### config.mk
export PLATFORM = sky130hd
export DESIGN_NAME = bac_top
export DESIGN_NICKNAME = d
export VERILOG_FILES = /design/src/hw/bac_pkg.sv /design/src/hw/bac_top.sv
export SDC_FILE = /design/constraint.sdc
export NUM_CORES = 2
export LEC_CHECK = 0
export BUFFER_PORTS_ARGS = -buffer_cell sky130_fd_sc_hd__buf_2
export CORE_UTILIZATION = 40
export DETAILED_ROUTE_END_ITERATION = 12
export MAX_ROUTING_LAYER = met4
export SKIP_CTS_REPAIR_TIMING = 1
export SLEW_MARGIN = 20
export SYNTH_ARGS = -nofsm -noshare
export SYNTH_HDL_FRONTEND = slang
export SYNTH_SLANG_ARGS = --single-unit
### constraint.sdc
create_clock -name clk_sys_in -period 14.3 [get_ports clk_sys_in]
set_clock_uncertainty 0.05 [all_clocks]
set_input_delay 1.43 -clock clk_sys_in [delete_from_list [all_inputs] [get_ports clk_sys_in]]
set_output_delay 1.43 -clock clk_sys_in [all_outputs]
set_load 0.03 [all_outputs]
### src/hw/bac_pkg.sv
// Constants, register map and types for the accumulated error-rate controller.
package bac_pkg;
    localparam int ADDR_W = 8;
    localparam int DATA_W = 32;

    // Register byte offsets.
    localparam logic [7:0] OFF_CTRL = 8'h00;
    localparam logic [7:0] OFF_MODE = 8'h04;
    localparam logic [7:0] OFF_DUR = 8'h08;
    localparam logic [7:0] OFF_BITLIM_LO = 8'h0C;
    localparam logic [7:0] OFF_BITLIM_HI = 8'h10;
    localparam logic [7:0] OFF_ERRLIM = 8'h14;
    localparam logic [7:0] OFF_STATUS = 8'h18;
    localparam logic [7:0] OFF_IRQ_STAT = 8'h1C;
    localparam logic [7:0] OFF_IRQ_MASK = 8'h20;
    localparam logic [7:0] OFF_BITS_LO = 8'h24;
    localparam logic [7:0] OFF_BITS_HI = 8'h28;
    localparam logic [7:0] OFF_ERRS = 8'h2C;
    localparam logic [7:0] OFF_ERR1 = 8'h30;
    localparam logic [7:0] OFF_ERR0 = 8'h34;
    localparam logic [7:0] OFF_ELAPSED = 8'h38;
    localparam logic [7:0] OFF_RATIO = 8'h3C;

    // Command bits of the control register.
    localparam int CTRL_START = 0;
    localparam int CTRL_STOP = 1;
    localparam int CTRL_CLEAR = 2;

    // Interrupt status and mask bits.
    localparam int IRQ_DONE = 0;
    localparam int IRQ_REJECT = 1;
    localparam int IRQ_W = 2;

    // Stop criteria.
    localparam logic [1:0] MODE_MANUAL = 2'h0;
    localparam logic [1:0] MODE_DURATION = 2'h1;
    localparam logic [1:0] MODE_BITS = 2'h2;
    localparam logic [1:0] MODE_ERRORS = 2'h3;

    // Limits; time is held in tenths of a second.
    localparam logic [31:0] MAX_TENTHS = 32'h05F5_E0FF;
    localparam logic [63:0] BITLIM_MIN = 64'h0000_0000_05F5_E100;
    localparam logic [63:0] BITLIM_MAX = 64'h0163_4578_5D8A_0000;
    localparam logic [31:0] ERRLIM_MIN = 32'h0000_0001;
    localparam logic [31:0] ERRLIM_MAX = 32'h05F5_E0FF;

    // Timing: one elapsed-time step is a tenth of a second.
    localparam int TENTH_SECOND_NS = 100_000_000;
    localparam int CLK_PERIOD_NS = 10;
    localparam int TICK_CYCLES = TENTH_SECOND_NS / CLK_PERIOD_NS;

    // Ratio divider produces a 32-bit binary fraction.
    localparam int RATIO_W = 32;

    localparam logic [1:0] RESP_OKAY = 2'h0;
    localparam logic [1:0] RESP_SLVERR = 2'h2;

    typedef enum logic {
        ST_IDLE = 1'b0,
        ST_RUN = 1'b1
    } bac_state_t;
endpackage

### src/hw/bac_top.sv
// Accumulated error-rate measurement controller with an AXI4-Lite register slave.
//
// Overview of operation
// - Start begins new measurement counting bits, errors.
// - Manual mode runs until 9999999.9 seconds ceiling.
// - Duration mode stops when elapsed reaches limit.
// - Duration in tenths, at most 9999999.9 s.
// - Bit mode stops at limit, 1E8..1E17.
// - Error mode stops at limit, 1..99999999.
// - Clear resets results only while stopped.
// - Running errored-bit count is readable.
// - Separate error counts for expected ones, zeros.
// - Readable elapsed time advances while running.
// - Accumulated error ratio is readable.
//
// Local design decisions: the placing of the registers and the AXI4-Lite register port.
`timescale 1ns/1ps
`default_nettype none
module bac_top #(
    parameter int TICK_CYCLES = bac_pkg::TICK_CYCLES,
    parameter int CNT_W = 64
) (
    input wire logic clk_sys_in,
    input wire logic rst_n_in,
    input wire logic [bac_pkg::ADDR_W-1:0] s_axi_awaddr_in,
    input wire logic s_axi_awvalid_in,
    output logic s_axi_awready_out,
    input wire logic [31:0] s_axi_wdata_in,
    input wire logic [3:0] s_axi_wstrb_in,
    input wire logic s_axi_wvalid_in,
    output logic s_axi_wready_out,
    output logic [1:0] s_axi_bresp_out,
    output logic s_axi_bvalid_out,
    input wire logic s_axi_bready_in,
    input wire logic [bac_pkg::ADDR_W-1:0] s_axi_araddr_in,
    input wire logic s_axi_arvalid_in,
    output logic s_axi_arready_out,
    output logic [31:0] s_axi_rdata_out,
    output logic [1:0] s_axi_rresp_out,
    output logic s_axi_rvalid_out,
    input wire logic s_axi_rready_in,
    input wire logic cmp_valid_in,
    input wire logic cmp_error_in,
    input wire logic cmp_expected_in,
    output logic running_out,
    output logic irq_out
);
    function automatic logic [31:0] merge_bytes(input logic [31:0] old, input logic [31:0] data,
                                                input logic [3:0] strb);
        logic [31:0] res;
        res = old;
        for (int i = 0; i < 4; i++)
        begin
            if (strb[i])
            begin
                res[i*8 +: 8] = data[i*8 +: 8];
            end
        end
        return res;
    endfunction

    bac_pkg::bac_state_t state, next_state;
    logic aw_got, next_aw_got;
    logic w_got, next_w_got;
    logic [bac_pkg::ADDR_W-1:0] aw_addr, next_aw_addr, rd_addr;
    logic [31:0] w_data, next_w_data;
    logic [3:0] w_strb, next_w_strb;
    logic awready, next_awready, wready, next_wready, bvalid, next_bvalid;
    logic arready, next_arready, rvalid, next_rvalid;
    logic [1:0] bresp, next_bresp, rresp, next_rresp;
    logic [31:0] rdata, next_rdata;
    logic [1:0] mode, next_mode;
    logic [31:0] dur_lim, next_dur_lim, err_lim, next_err_lim;
    logic [63:0] bit_lim, next_bit_lim;
    logic [bac_pkg::IRQ_W-1:0] irq_stat, next_irq_stat, irq_mask, next_irq_mask;
    logic irq, next_irq;
    logic [CNT_W-1:0] bit_cnt, next_bit_cnt;
    logic [31:0] err_cnt, next_err_cnt, err1_cnt, next_err1_cnt, err0_cnt, next_err0_cnt;
    logic [31:0] elapsed, next_elapsed, tick, next_tick;
    logic [31:0] ratio, next_ratio, quot, next_quot;
    logic [CNT_W:0] rem, next_rem;
    logic [CNT_W-1:0] den, next_den;
    logic [5:0] div_step, next_div_step;
    logic wr_fire, start_cmd, stop_cmd, clear_cmd, rd_clr, limit_ok, stop_evt, reject_evt;
    logic [CNT_W:0] rem_shift;

    always_comb
    begin
        next_state = state;
        next_aw_got = aw_got;
        next_w_got = w_got;
        next_aw_addr = aw_addr;
        next_w_data = w_data;
        next_w_strb = w_strb;
        next_bvalid = bvalid;
        next_bresp = bresp;
        next_rvalid = rvalid;
        next_rresp = rresp;
        next_rdata = rdata;
        next_mode = mode;
        next_dur_lim = dur_lim;
        next_err_lim = err_lim;
        next_bit_lim = bit_lim;
        next_irq_mask = irq_mask;
        next_bit_cnt = bit_cnt;
        next_err_cnt = err_cnt;
        next_err1_cnt = err1_cnt;
        next_err0_cnt = err0_cnt;
        next_elapsed = elapsed;
        next_tick = tick;
        next_ratio = ratio;
        next_quot = quot;
        next_rem = rem;
        next_den = den;
        next_div_step = div_step;
        start_cmd = 1'b0;
        stop_cmd = 1'b0;
        clear_cmd = 1'b0;
        rd_clr = 1'b0;
        stop_evt = 1'b0;
        reject_evt = 1'b0;
        rem_shift = '0;
        rd_addr = s_axi_araddr_in;

        // Address and data are held separately so the master may present them in either order.
        if (s_axi_awvalid_in && awready)
        begin
            next_aw_got = 1'b1;
            next_aw_addr = s_axi_awaddr_in;
        end
        if (s_axi_wvalid_in && wready)
        begin
            next_w_got = 1'b1;
            next_w_data = s_axi_wdata_in;
            next_w_strb = s_axi_wstrb_in;
        end
        if (bvalid && s_axi_bready_in)
        begin
            next_bvalid = 1'b0;
        end
        wr_fire = aw_got && w_got && !bvalid;
        if (wr_fire)
        begin
            next_aw_got = 1'b0;
            next_w_got = 1'b0;
            next_bvalid = 1'b1;
            next_bresp = bac_pkg::RESP_OKAY;
            if (aw_addr == bac_pkg::OFF_CTRL)
            begin
                start_cmd = w_strb[0] && w_data[bac_pkg::CTRL_START];
                stop_cmd = w_strb[0] && w_data[bac_pkg::CTRL_STOP];
                clear_cmd = w_strb[0] && w_data[bac_pkg::CTRL_CLEAR];
            end
            else if (aw_addr == bac_pkg::OFF_MODE)
            begin
                next_mode = w_strb[0] ? w_data[1:0] : mode;
            end
            else if (aw_addr == bac_pkg::OFF_DUR)
            begin
                next_dur_lim = merge_bytes(dur_lim, w_data, w_strb);
            end
            else if (aw_addr == bac_pkg::OFF_BITLIM_LO)
            begin
                next_bit_lim[31:0] = merge_bytes(bit_lim[31:0], w_data, w_strb);
            end
            else if (aw_addr == bac_pkg::OFF_BITLIM_HI)
            begin
                next_bit_lim[63:32] = merge_bytes(bit_lim[63:32], w_data, w_strb);
            end
            else if (aw_addr == bac_pkg::OFF_ERRLIM)
            begin
                next_err_lim = merge_bytes(err_lim, w_data, w_strb);
            end
            else if (aw_addr == bac_pkg::OFF_IRQ_MASK)
            begin
                next_irq_mask = w_strb[0] ? w_data[bac_pkg::IRQ_W-1:0] : irq_mask;
            end
            else if (aw_addr > bac_pkg::OFF_RATIO || aw_addr[1:0] != 2'h0)
            begin
                next_bresp = bac_pkg::RESP_SLVERR;
            end
        end

        if (rvalid && s_axi_rready_in)
        begin
            next_rvalid = 1'b0;
        end
        if (s_axi_arvalid_in && arready)
        begin
            next_rvalid = 1'b1;
            next_rresp = bac_pkg::RESP_OKAY;
            next_rdata = 32'h0;
            if (rd_addr == bac_pkg::OFF_MODE)
                next_rdata = {30'h0, mode};
            else if (rd_addr == bac_pkg::OFF_DUR)
                next_rdata = dur_lim;
            else if (rd_addr == bac_pkg::OFF_BITLIM_LO)
                next_rdata = bit_lim[31:0];
            else if (rd_addr == bac_pkg::OFF_BITLIM_HI)
                next_rdata = bit_lim[63:32];
            else if (rd_addr == bac_pkg::OFF_ERRLIM)
                next_rdata = err_lim;
            else if (rd_addr == bac_pkg::OFF_CTRL || rd_addr == bac_pkg::OFF_STATUS)
                next_rdata = {31'h0, state == bac_pkg::ST_RUN};
            else if (rd_addr == bac_pkg::OFF_IRQ_STAT)
            begin
                next_rdata = {30'h0, irq_stat};
                rd_clr = 1'b1;
            end
            else if (rd_addr == bac_pkg::OFF_IRQ_MASK)
                next_rdata = {30'h0, irq_mask};
            else if (rd_addr == bac_pkg::OFF_BITS_LO)
                next_rdata = bit_cnt[31:0];
            else if (rd_addr == bac_pkg::OFF_BITS_HI)
                next_rdata = bit_cnt[63:32];
            else if (rd_addr == bac_pkg::OFF_ERRS)
                next_rdata = err_cnt;
            else if (rd_addr == bac_pkg::OFF_ERR1)
                next_rdata = err1_cnt;
            else if (rd_addr == bac_pkg::OFF_ERR0)
                next_rdata = err0_cnt;
            else if (rd_addr == bac_pkg::OFF_ELAPSED)
                next_rdata = elapsed;
            else if (rd_addr == bac_pkg::OFF_RATIO)
                next_rdata = ratio;
            else
                next_rresp = bac_pkg::RESP_SLVERR;
        end
        next_awready = !next_aw_got && !next_bvalid;
        next_wready = !next_w_got && !next_bvalid;
        next_arready = !next_rvalid;

        // A start whose selected limit is out of range is refused and flagged.
        case (mode)
            bac_pkg::MODE_DURATION: limit_ok = dur_lim != 32'h0 && dur_lim <= bac_pkg::MAX_TENTHS;
            bac_pkg::MODE_BITS: limit_ok = bit_lim >= bac_pkg::BITLIM_MIN && bit_lim <= bac_pkg::BITLIM_MAX;
            bac_pkg::MODE_ERRORS: limit_ok = err_lim >= bac_pkg::ERRLIM_MIN && err_lim <= bac_pkg::ERRLIM_MAX;
            default: limit_ok = 1'b1;
        endcase

        case (state)
            bac_pkg::ST_IDLE:
            begin
                if (clear_cmd || (start_cmd && limit_ok))
                begin
                    next_bit_cnt = '0;
                    next_err_cnt = '0;
                    next_err1_cnt = '0;
                    next_err0_cnt = '0;
                    next_elapsed = '0;
                    next_tick = '0;
                    next_ratio = '0;
                end
                if (start_cmd && limit_ok)
                begin
                    next_state = bac_pkg::ST_RUN;
                end
                else if (start_cmd)
                begin
                    reject_evt = 1'b1;
                end
            end
            bac_pkg::ST_RUN:
            begin
                if (cmp_valid_in)
                begin
                    next_bit_cnt = bit_cnt + 1'b1;
                    if (cmp_error_in)
                    begin
                        next_err_cnt = err_cnt + 32'h1;
                        if (cmp_expected_in)
                            next_err1_cnt = err1_cnt + 32'h1;
                        else
                            next_err0_cnt = err0_cnt + 32'h1;
                    end
                end
                if (tick == 32'(TICK_CYCLES - 1))
                begin
                    next_tick = 32'h0;
                    next_elapsed = elapsed + 32'h1;
                end
                else
                begin
                    next_tick = tick + 32'h1;
                end
                // The elapsed ceiling ends every mode, so manual runs are bounded too.
                if (stop_cmd
                    || next_elapsed >= bac_pkg::MAX_TENTHS
                    || (mode == bac_pkg::MODE_DURATION && next_elapsed >= dur_lim)
                    || (mode == bac_pkg::MODE_BITS && next_bit_cnt >= bit_lim)
                    || (mode == bac_pkg::MODE_ERRORS && next_err_cnt >= err_lim))
                begin
                    next_state = bac_pkg::ST_IDLE;
                    stop_evt = 1'b1;
                end
            end
            default:
            begin
                next_state = bac_pkg::ST_IDLE;
            end
        endcase

        // Restoring divider, one quotient bit per cycle; the ratio lags the counts by a pass.
        if (div_step == 6'h0)
        begin
            next_rem = {1'b0, 32'h0, err_cnt};
            next_den = bit_cnt;
            next_quot = 32'h0;
            next_div_step = 6'h1;
        end
        else
        begin
            rem_shift = {rem[CNT_W-1:0], 1'b0};
            if (rem_shift >= {1'b0, den})
            begin
                next_rem = rem_shift - {1'b0, den};
                next_quot = {quot[30:0], 1'b1};
            end
            else
            begin
                next_rem = rem_shift;
                next_quot = {quot[30:0], 1'b0};
            end
            if (div_step == 6'(bac_pkg::RATIO_W))
            begin
                next_div_step = 6'h0;
                if (!(clear_cmd || start_cmd) || state == bac_pkg::ST_RUN)
                    next_ratio = (den == '0) ? 32'h0 : next_quot;
            end
            else
            begin
                next_div_step = div_step + 6'h1;
            end
        end

        // A read-clear and a new event in the same cycle keep the event.
        next_irq_stat = (rd_clr ? '0 : irq_stat);
        next_irq_stat[bac_pkg::IRQ_DONE] = next_irq_stat[bac_pkg::IRQ_DONE] | stop_evt;
        next_irq_stat[bac_pkg::IRQ_REJECT] = next_irq_stat[bac_pkg::IRQ_REJECT] | reject_evt;
        next_irq = |(next_irq_stat & irq_mask);
    end

    always_ff @(posedge clk_sys_in or negedge rst_n_in)
    begin
        if (!rst_n_in)
        begin
            state <= bac_pkg::ST_IDLE;
            aw_got <= 1'b0;
            w_got <= 1'b0;
            aw_addr <= '0;
            w_data <= 32'h0;
            w_strb <= 4'h0;
            awready <= 1'b1;
            wready <= 1'b1;
            bvalid <= 1'b0;
            bresp <= bac_pkg::RESP_OKAY;
            arready <= 1'b1;
            rvalid <= 1'b0;
            rresp <= bac_pkg::RESP_OKAY;
            rdata <= 32'h0;
            mode <= bac_pkg::MODE_MANUAL;
            dur_lim <= 32'h0;
            err_lim <= 32'h0;
            bit_lim <= 64'h0;
            irq_stat <= '0;
            irq_mask <= '0;
            irq <= 1'b0;
            bit_cnt <= '0;
            err_cnt <= 32'h0;
            err1_cnt <= 32'h0;
            err0_cnt <= 32'h0;
            elapsed <= 32'h0;
            tick <= 32'h0;
            ratio <= 32'h0;
            quot <= 32'h0;
            rem <= '0;
            den <= '0;
            div_step <= 6'h0;
        end
        else
        begin
            state <= next_state;
            aw_got <= next_aw_got;
            w_got <= next_w_got;
            aw_addr <= next_aw_addr;
            w_data <= next_w_data;
            w_strb <= next_w_strb;
            awready <= next_awready;
            wready <= next_wready;
            bvalid <= next_bvalid;
            bresp <= next_bresp;
            arready <= next_arready;
            rvalid <= next_rvalid;
            rresp <= next_rresp;
            rdata <= next_rdata;
            mode <= next_mode;
            dur_lim <= next_dur_lim;
            err_lim <= next_err_lim;
            bit_lim <= next_bit_lim;
            irq_stat <= next_irq_stat;
            irq_mask <= next_irq_mask;
            irq <= next_irq;
            bit_cnt <= next_bit_cnt;
            err_cnt <= next_err_cnt;
            err1_cnt <= next_err1_cnt;
            err0_cnt <= next_err0_cnt;
            elapsed <= next_elapsed;
            tick <= next_tick;
            ratio <= next_ratio;
            quot <= next_quot;
            rem <= next_rem;
            den <= next_den;
            div_step <= next_div_step;
        end
    end

    assign s_axi_awready_out = awready;
    assign s_axi_wready_out = wready;
    assign s_axi_bvalid_out = bvalid;
    assign s_axi_bresp_out = bresp;
    assign s_axi_arready_out = arready;
    assign s_axi_rvalid_out = rvalid;
    assign s_axi_rresp_out = rresp;
    assign s_axi_rdata_out = rdata;
    assign running_out = state;
    assign irq_out = irq;
endmodule
`default_nettype wire

==> results.toml <==
[sta]
hold_violations = 0
tns_ns = 0
maxSlewViolCount = 0
slew_headroom = 0.2568
fin_crit_ns = 6.296
setup_viol = 0
max_slew.worst_pin.slew_ns = 1.105
fmax_mhz = 158.8
hold_slack_ns = 0.3734
period_share = 0.4403
rsz0062_at_grt = "false"
setup_slack_ns = 8.004

[synthesis]
syn_inst = 4394
synth_area_um2 = 38460
avgSynthCellArea_um2 = 8.753
yosysTopAreaCell = "dfrtp_1"
synth_ff_type = "dfrtp_1"
synth.top_cell.area_share = 0.4158
ys_seq_area_frac = 0.4178
synth.area.top_cells = "dfrtp_1, ha_1, o21ai_0"
synth-async-reset-ratio = 1.000
yosys_warnings = 0
synth_edf_count = 0
ys_types = 81
ys_ff_latch = 642

[placed_design]
hpwl_mm = 108.3
place_ws_ns = 7.496
io_buffer_count = 102
globalplace.congestion = 1.002
postPlaceCellArea_um2 = 40010
placedCellCount = 5541

[floorplanning]
rows = 113
die_y_um = 312.1
die_area_um2 = 97390
io_pins = 105
initial_core_util = 0.4042
core_area_um2 = 95150
die_x_um = 312.1

[pwr]
p_per_area_nw_per_um2 = 156.0
power_mw = 6.634
p_leak_nw = 18.72
ir_drop_v = 0.00007578

[routing]
drt_first_pass_iters = 10
vias = 34642
postRouteAntennaNets = 0
drc = 0
drt_wl_total_mm = 144.7
wl_per_cell_um = 25.51
routed_via_density = 6.108
drtIter0Drc = 4304

[grt]
grt_pass1_wl_mm = 214.8
grt_overflow = 0
grt.total_usage = 0.3007
grt_pass1_vias = 31980
grt_max_degree = 172
antenna_found_initial = 3

[critical_path]
cp-end-kind = "flip-flop"
worstPathArrival_ns = 6.76
start_kind = "input pin"
r2r_slack_ns = 8.32
cp.required_ns = 14.77
cp_max_fo = 10
path_class = "in2reg"

[worst_hold_path]
hp-class = "reg2reg"

[cts]
clock_path_buffers = 3
cts.sinks = 642
clk_latency_ns = 0.65
cts-root-buf = "clkbuf_16"
cts_tree = "done"
numCtsBuffers = 75
clk_pin_slew_ns = 0.06
cts-htree-levels = 3

[layout]
stdcell_area_um2 = 42520
syn_to_final_growth_pct = 10.55
post-route-util = 0.4468
drive_gt1_frac = 0.08763
nFillCells = 9290
fin_nets = 4616
stdcell_count = 5672

[flow_run]
drv_cap = 0

[status]
status = "finished clean"
[worst paths after layout]
path	start	to	depth (start not counted)
max in group asynchronous	rst_n_in	err1_cnt[16]	4
setup reg to reg	bit_cnt[0]	irq_out	19
min in group asynchronous	rst_n_in	den[52]	1
hold reg to reg	w_got	s_axi_wready_out	1
hold / removal	w_got	s_axi_wready_out	1
setup / recovery	cmp_valid_in	irq_out	19
[synthesized netlist by cell type, types with 29 or more instances]
cell type	instances
a22o_1	90
a21o_1	51
a21oi_1	206
o21ai_0	439
xor2_1	102
xnor2_1	117
nand4_1	118
mux2i_1	45
and3_1	78
inv_1	252
mux2_2	82
ha_1	200
nor3_1	57
a31oi_1	85
nand3_1	132
clkbuf_1	249
dfrtp_1	639
nor2_1	299
nor2b_1	47
a221oi_1	66
nand2_1	566
o31ai_1	29
nor4_1	68
o22ai_1	33
[sequential cells by signal (all words and copies together), names as in the netlist, 31 cells and up]
signal / cells
den: 64
bit_cnt: 64
quot: 31
err0_cnt: 32
tick: 32
ratio: 32
err_lim: 32
bit_lim: 64
err1_cnt: 32
elapsed: 32
s_axi_rdata_out: 32
rem: 64
w_data: 32
dur_lim: 32
err_cnt: 32
[cells by family after synthesis]
group	after synthesis	synth area share
buffers and inverters	517	0.05085
other	1	0.00009751
adder cells (fa/ha/maj)	201	0.06559
XOR/XNOR	220	0.05030
AND/OR/NAND/NOR	1504	0.1860
AO/OA/AOI/OAI	1182	0.1936
flip-flops	642	0.4178
multiplexers	127	0.03572
[layer usage]
layer / vias up / track usage / share of wire
met5: - / - / 0
met2: 1723 / 0.4307 / 0.43
li1: 15666 / - / -
met1: 16984 / 0.4212 / 0.44
met4: 0 / 0.1243 / 0.045
met3: 269 / 0.04738 / 0.086
[power breakdown]
group          internal, mW  switching (mW)  leakage, nW  total, mW
logic                 0.865            1.35         8.93       2.22
clock network          1.17           0.832         1.23       2.01
registers              2.08           0.335         8.55       2.41
total                  4.12            2.52         18.7       6.63
[placed cells by master, fill, tap and decap left out, types with 77 or more instances in the layout]
master,netlist,final
dfrtp_1,639,638
nand2_1,566,564
o21ai_0,439,439
nor2_1,299,290
inv_1,252,251
a21oi_1,206,205
ha_1,200,200
nand3_1,132,132
nand4_1,118,118
xnor2_1,117,117
xor2_1,102,102
buf_2,3,101
a22o_1,90,90
a31oi_1,85,85
mux2_2,82,82
and3_1,78,78
clkbuf_16,0,77
[worst max-delay path, stage by stage]
cell,delay (ns)
buf_2,0.21
and4_1,0.34
and2_1,0.23
nand4_1,0.41
nor3b_1,0.67
and3_1,0.31
and3_1,0.36
nand3_1,0.19
xnor2_1,0.17
ha_1,0.30
nand4_1,0.12
nor2_1,0.09
a221oi_1,0.23
o21ai_0,0.16
a2bb2oi_1,0.20
o311ai_1,0.80
nand4_1,0.16
nor2_1,0.22
o221ai_1,0.13
[final cells by class]
class                   instances  area, um2  share of cell area
diodes                          2      5.005           0.0001177
clock buffers                 104       2178             0.05123
clock inverters                25      326.6            0.007681
inverters                     252      945.9             0.02225
multi-input cells            3236      20520              0.4826
flip-flops and latches        642      16070              0.3780
well taps                    1265       1583             0.03723
repair buffers                146      888.4             0.02089
No activity file was read; power rests on OpenSTA's default activity.
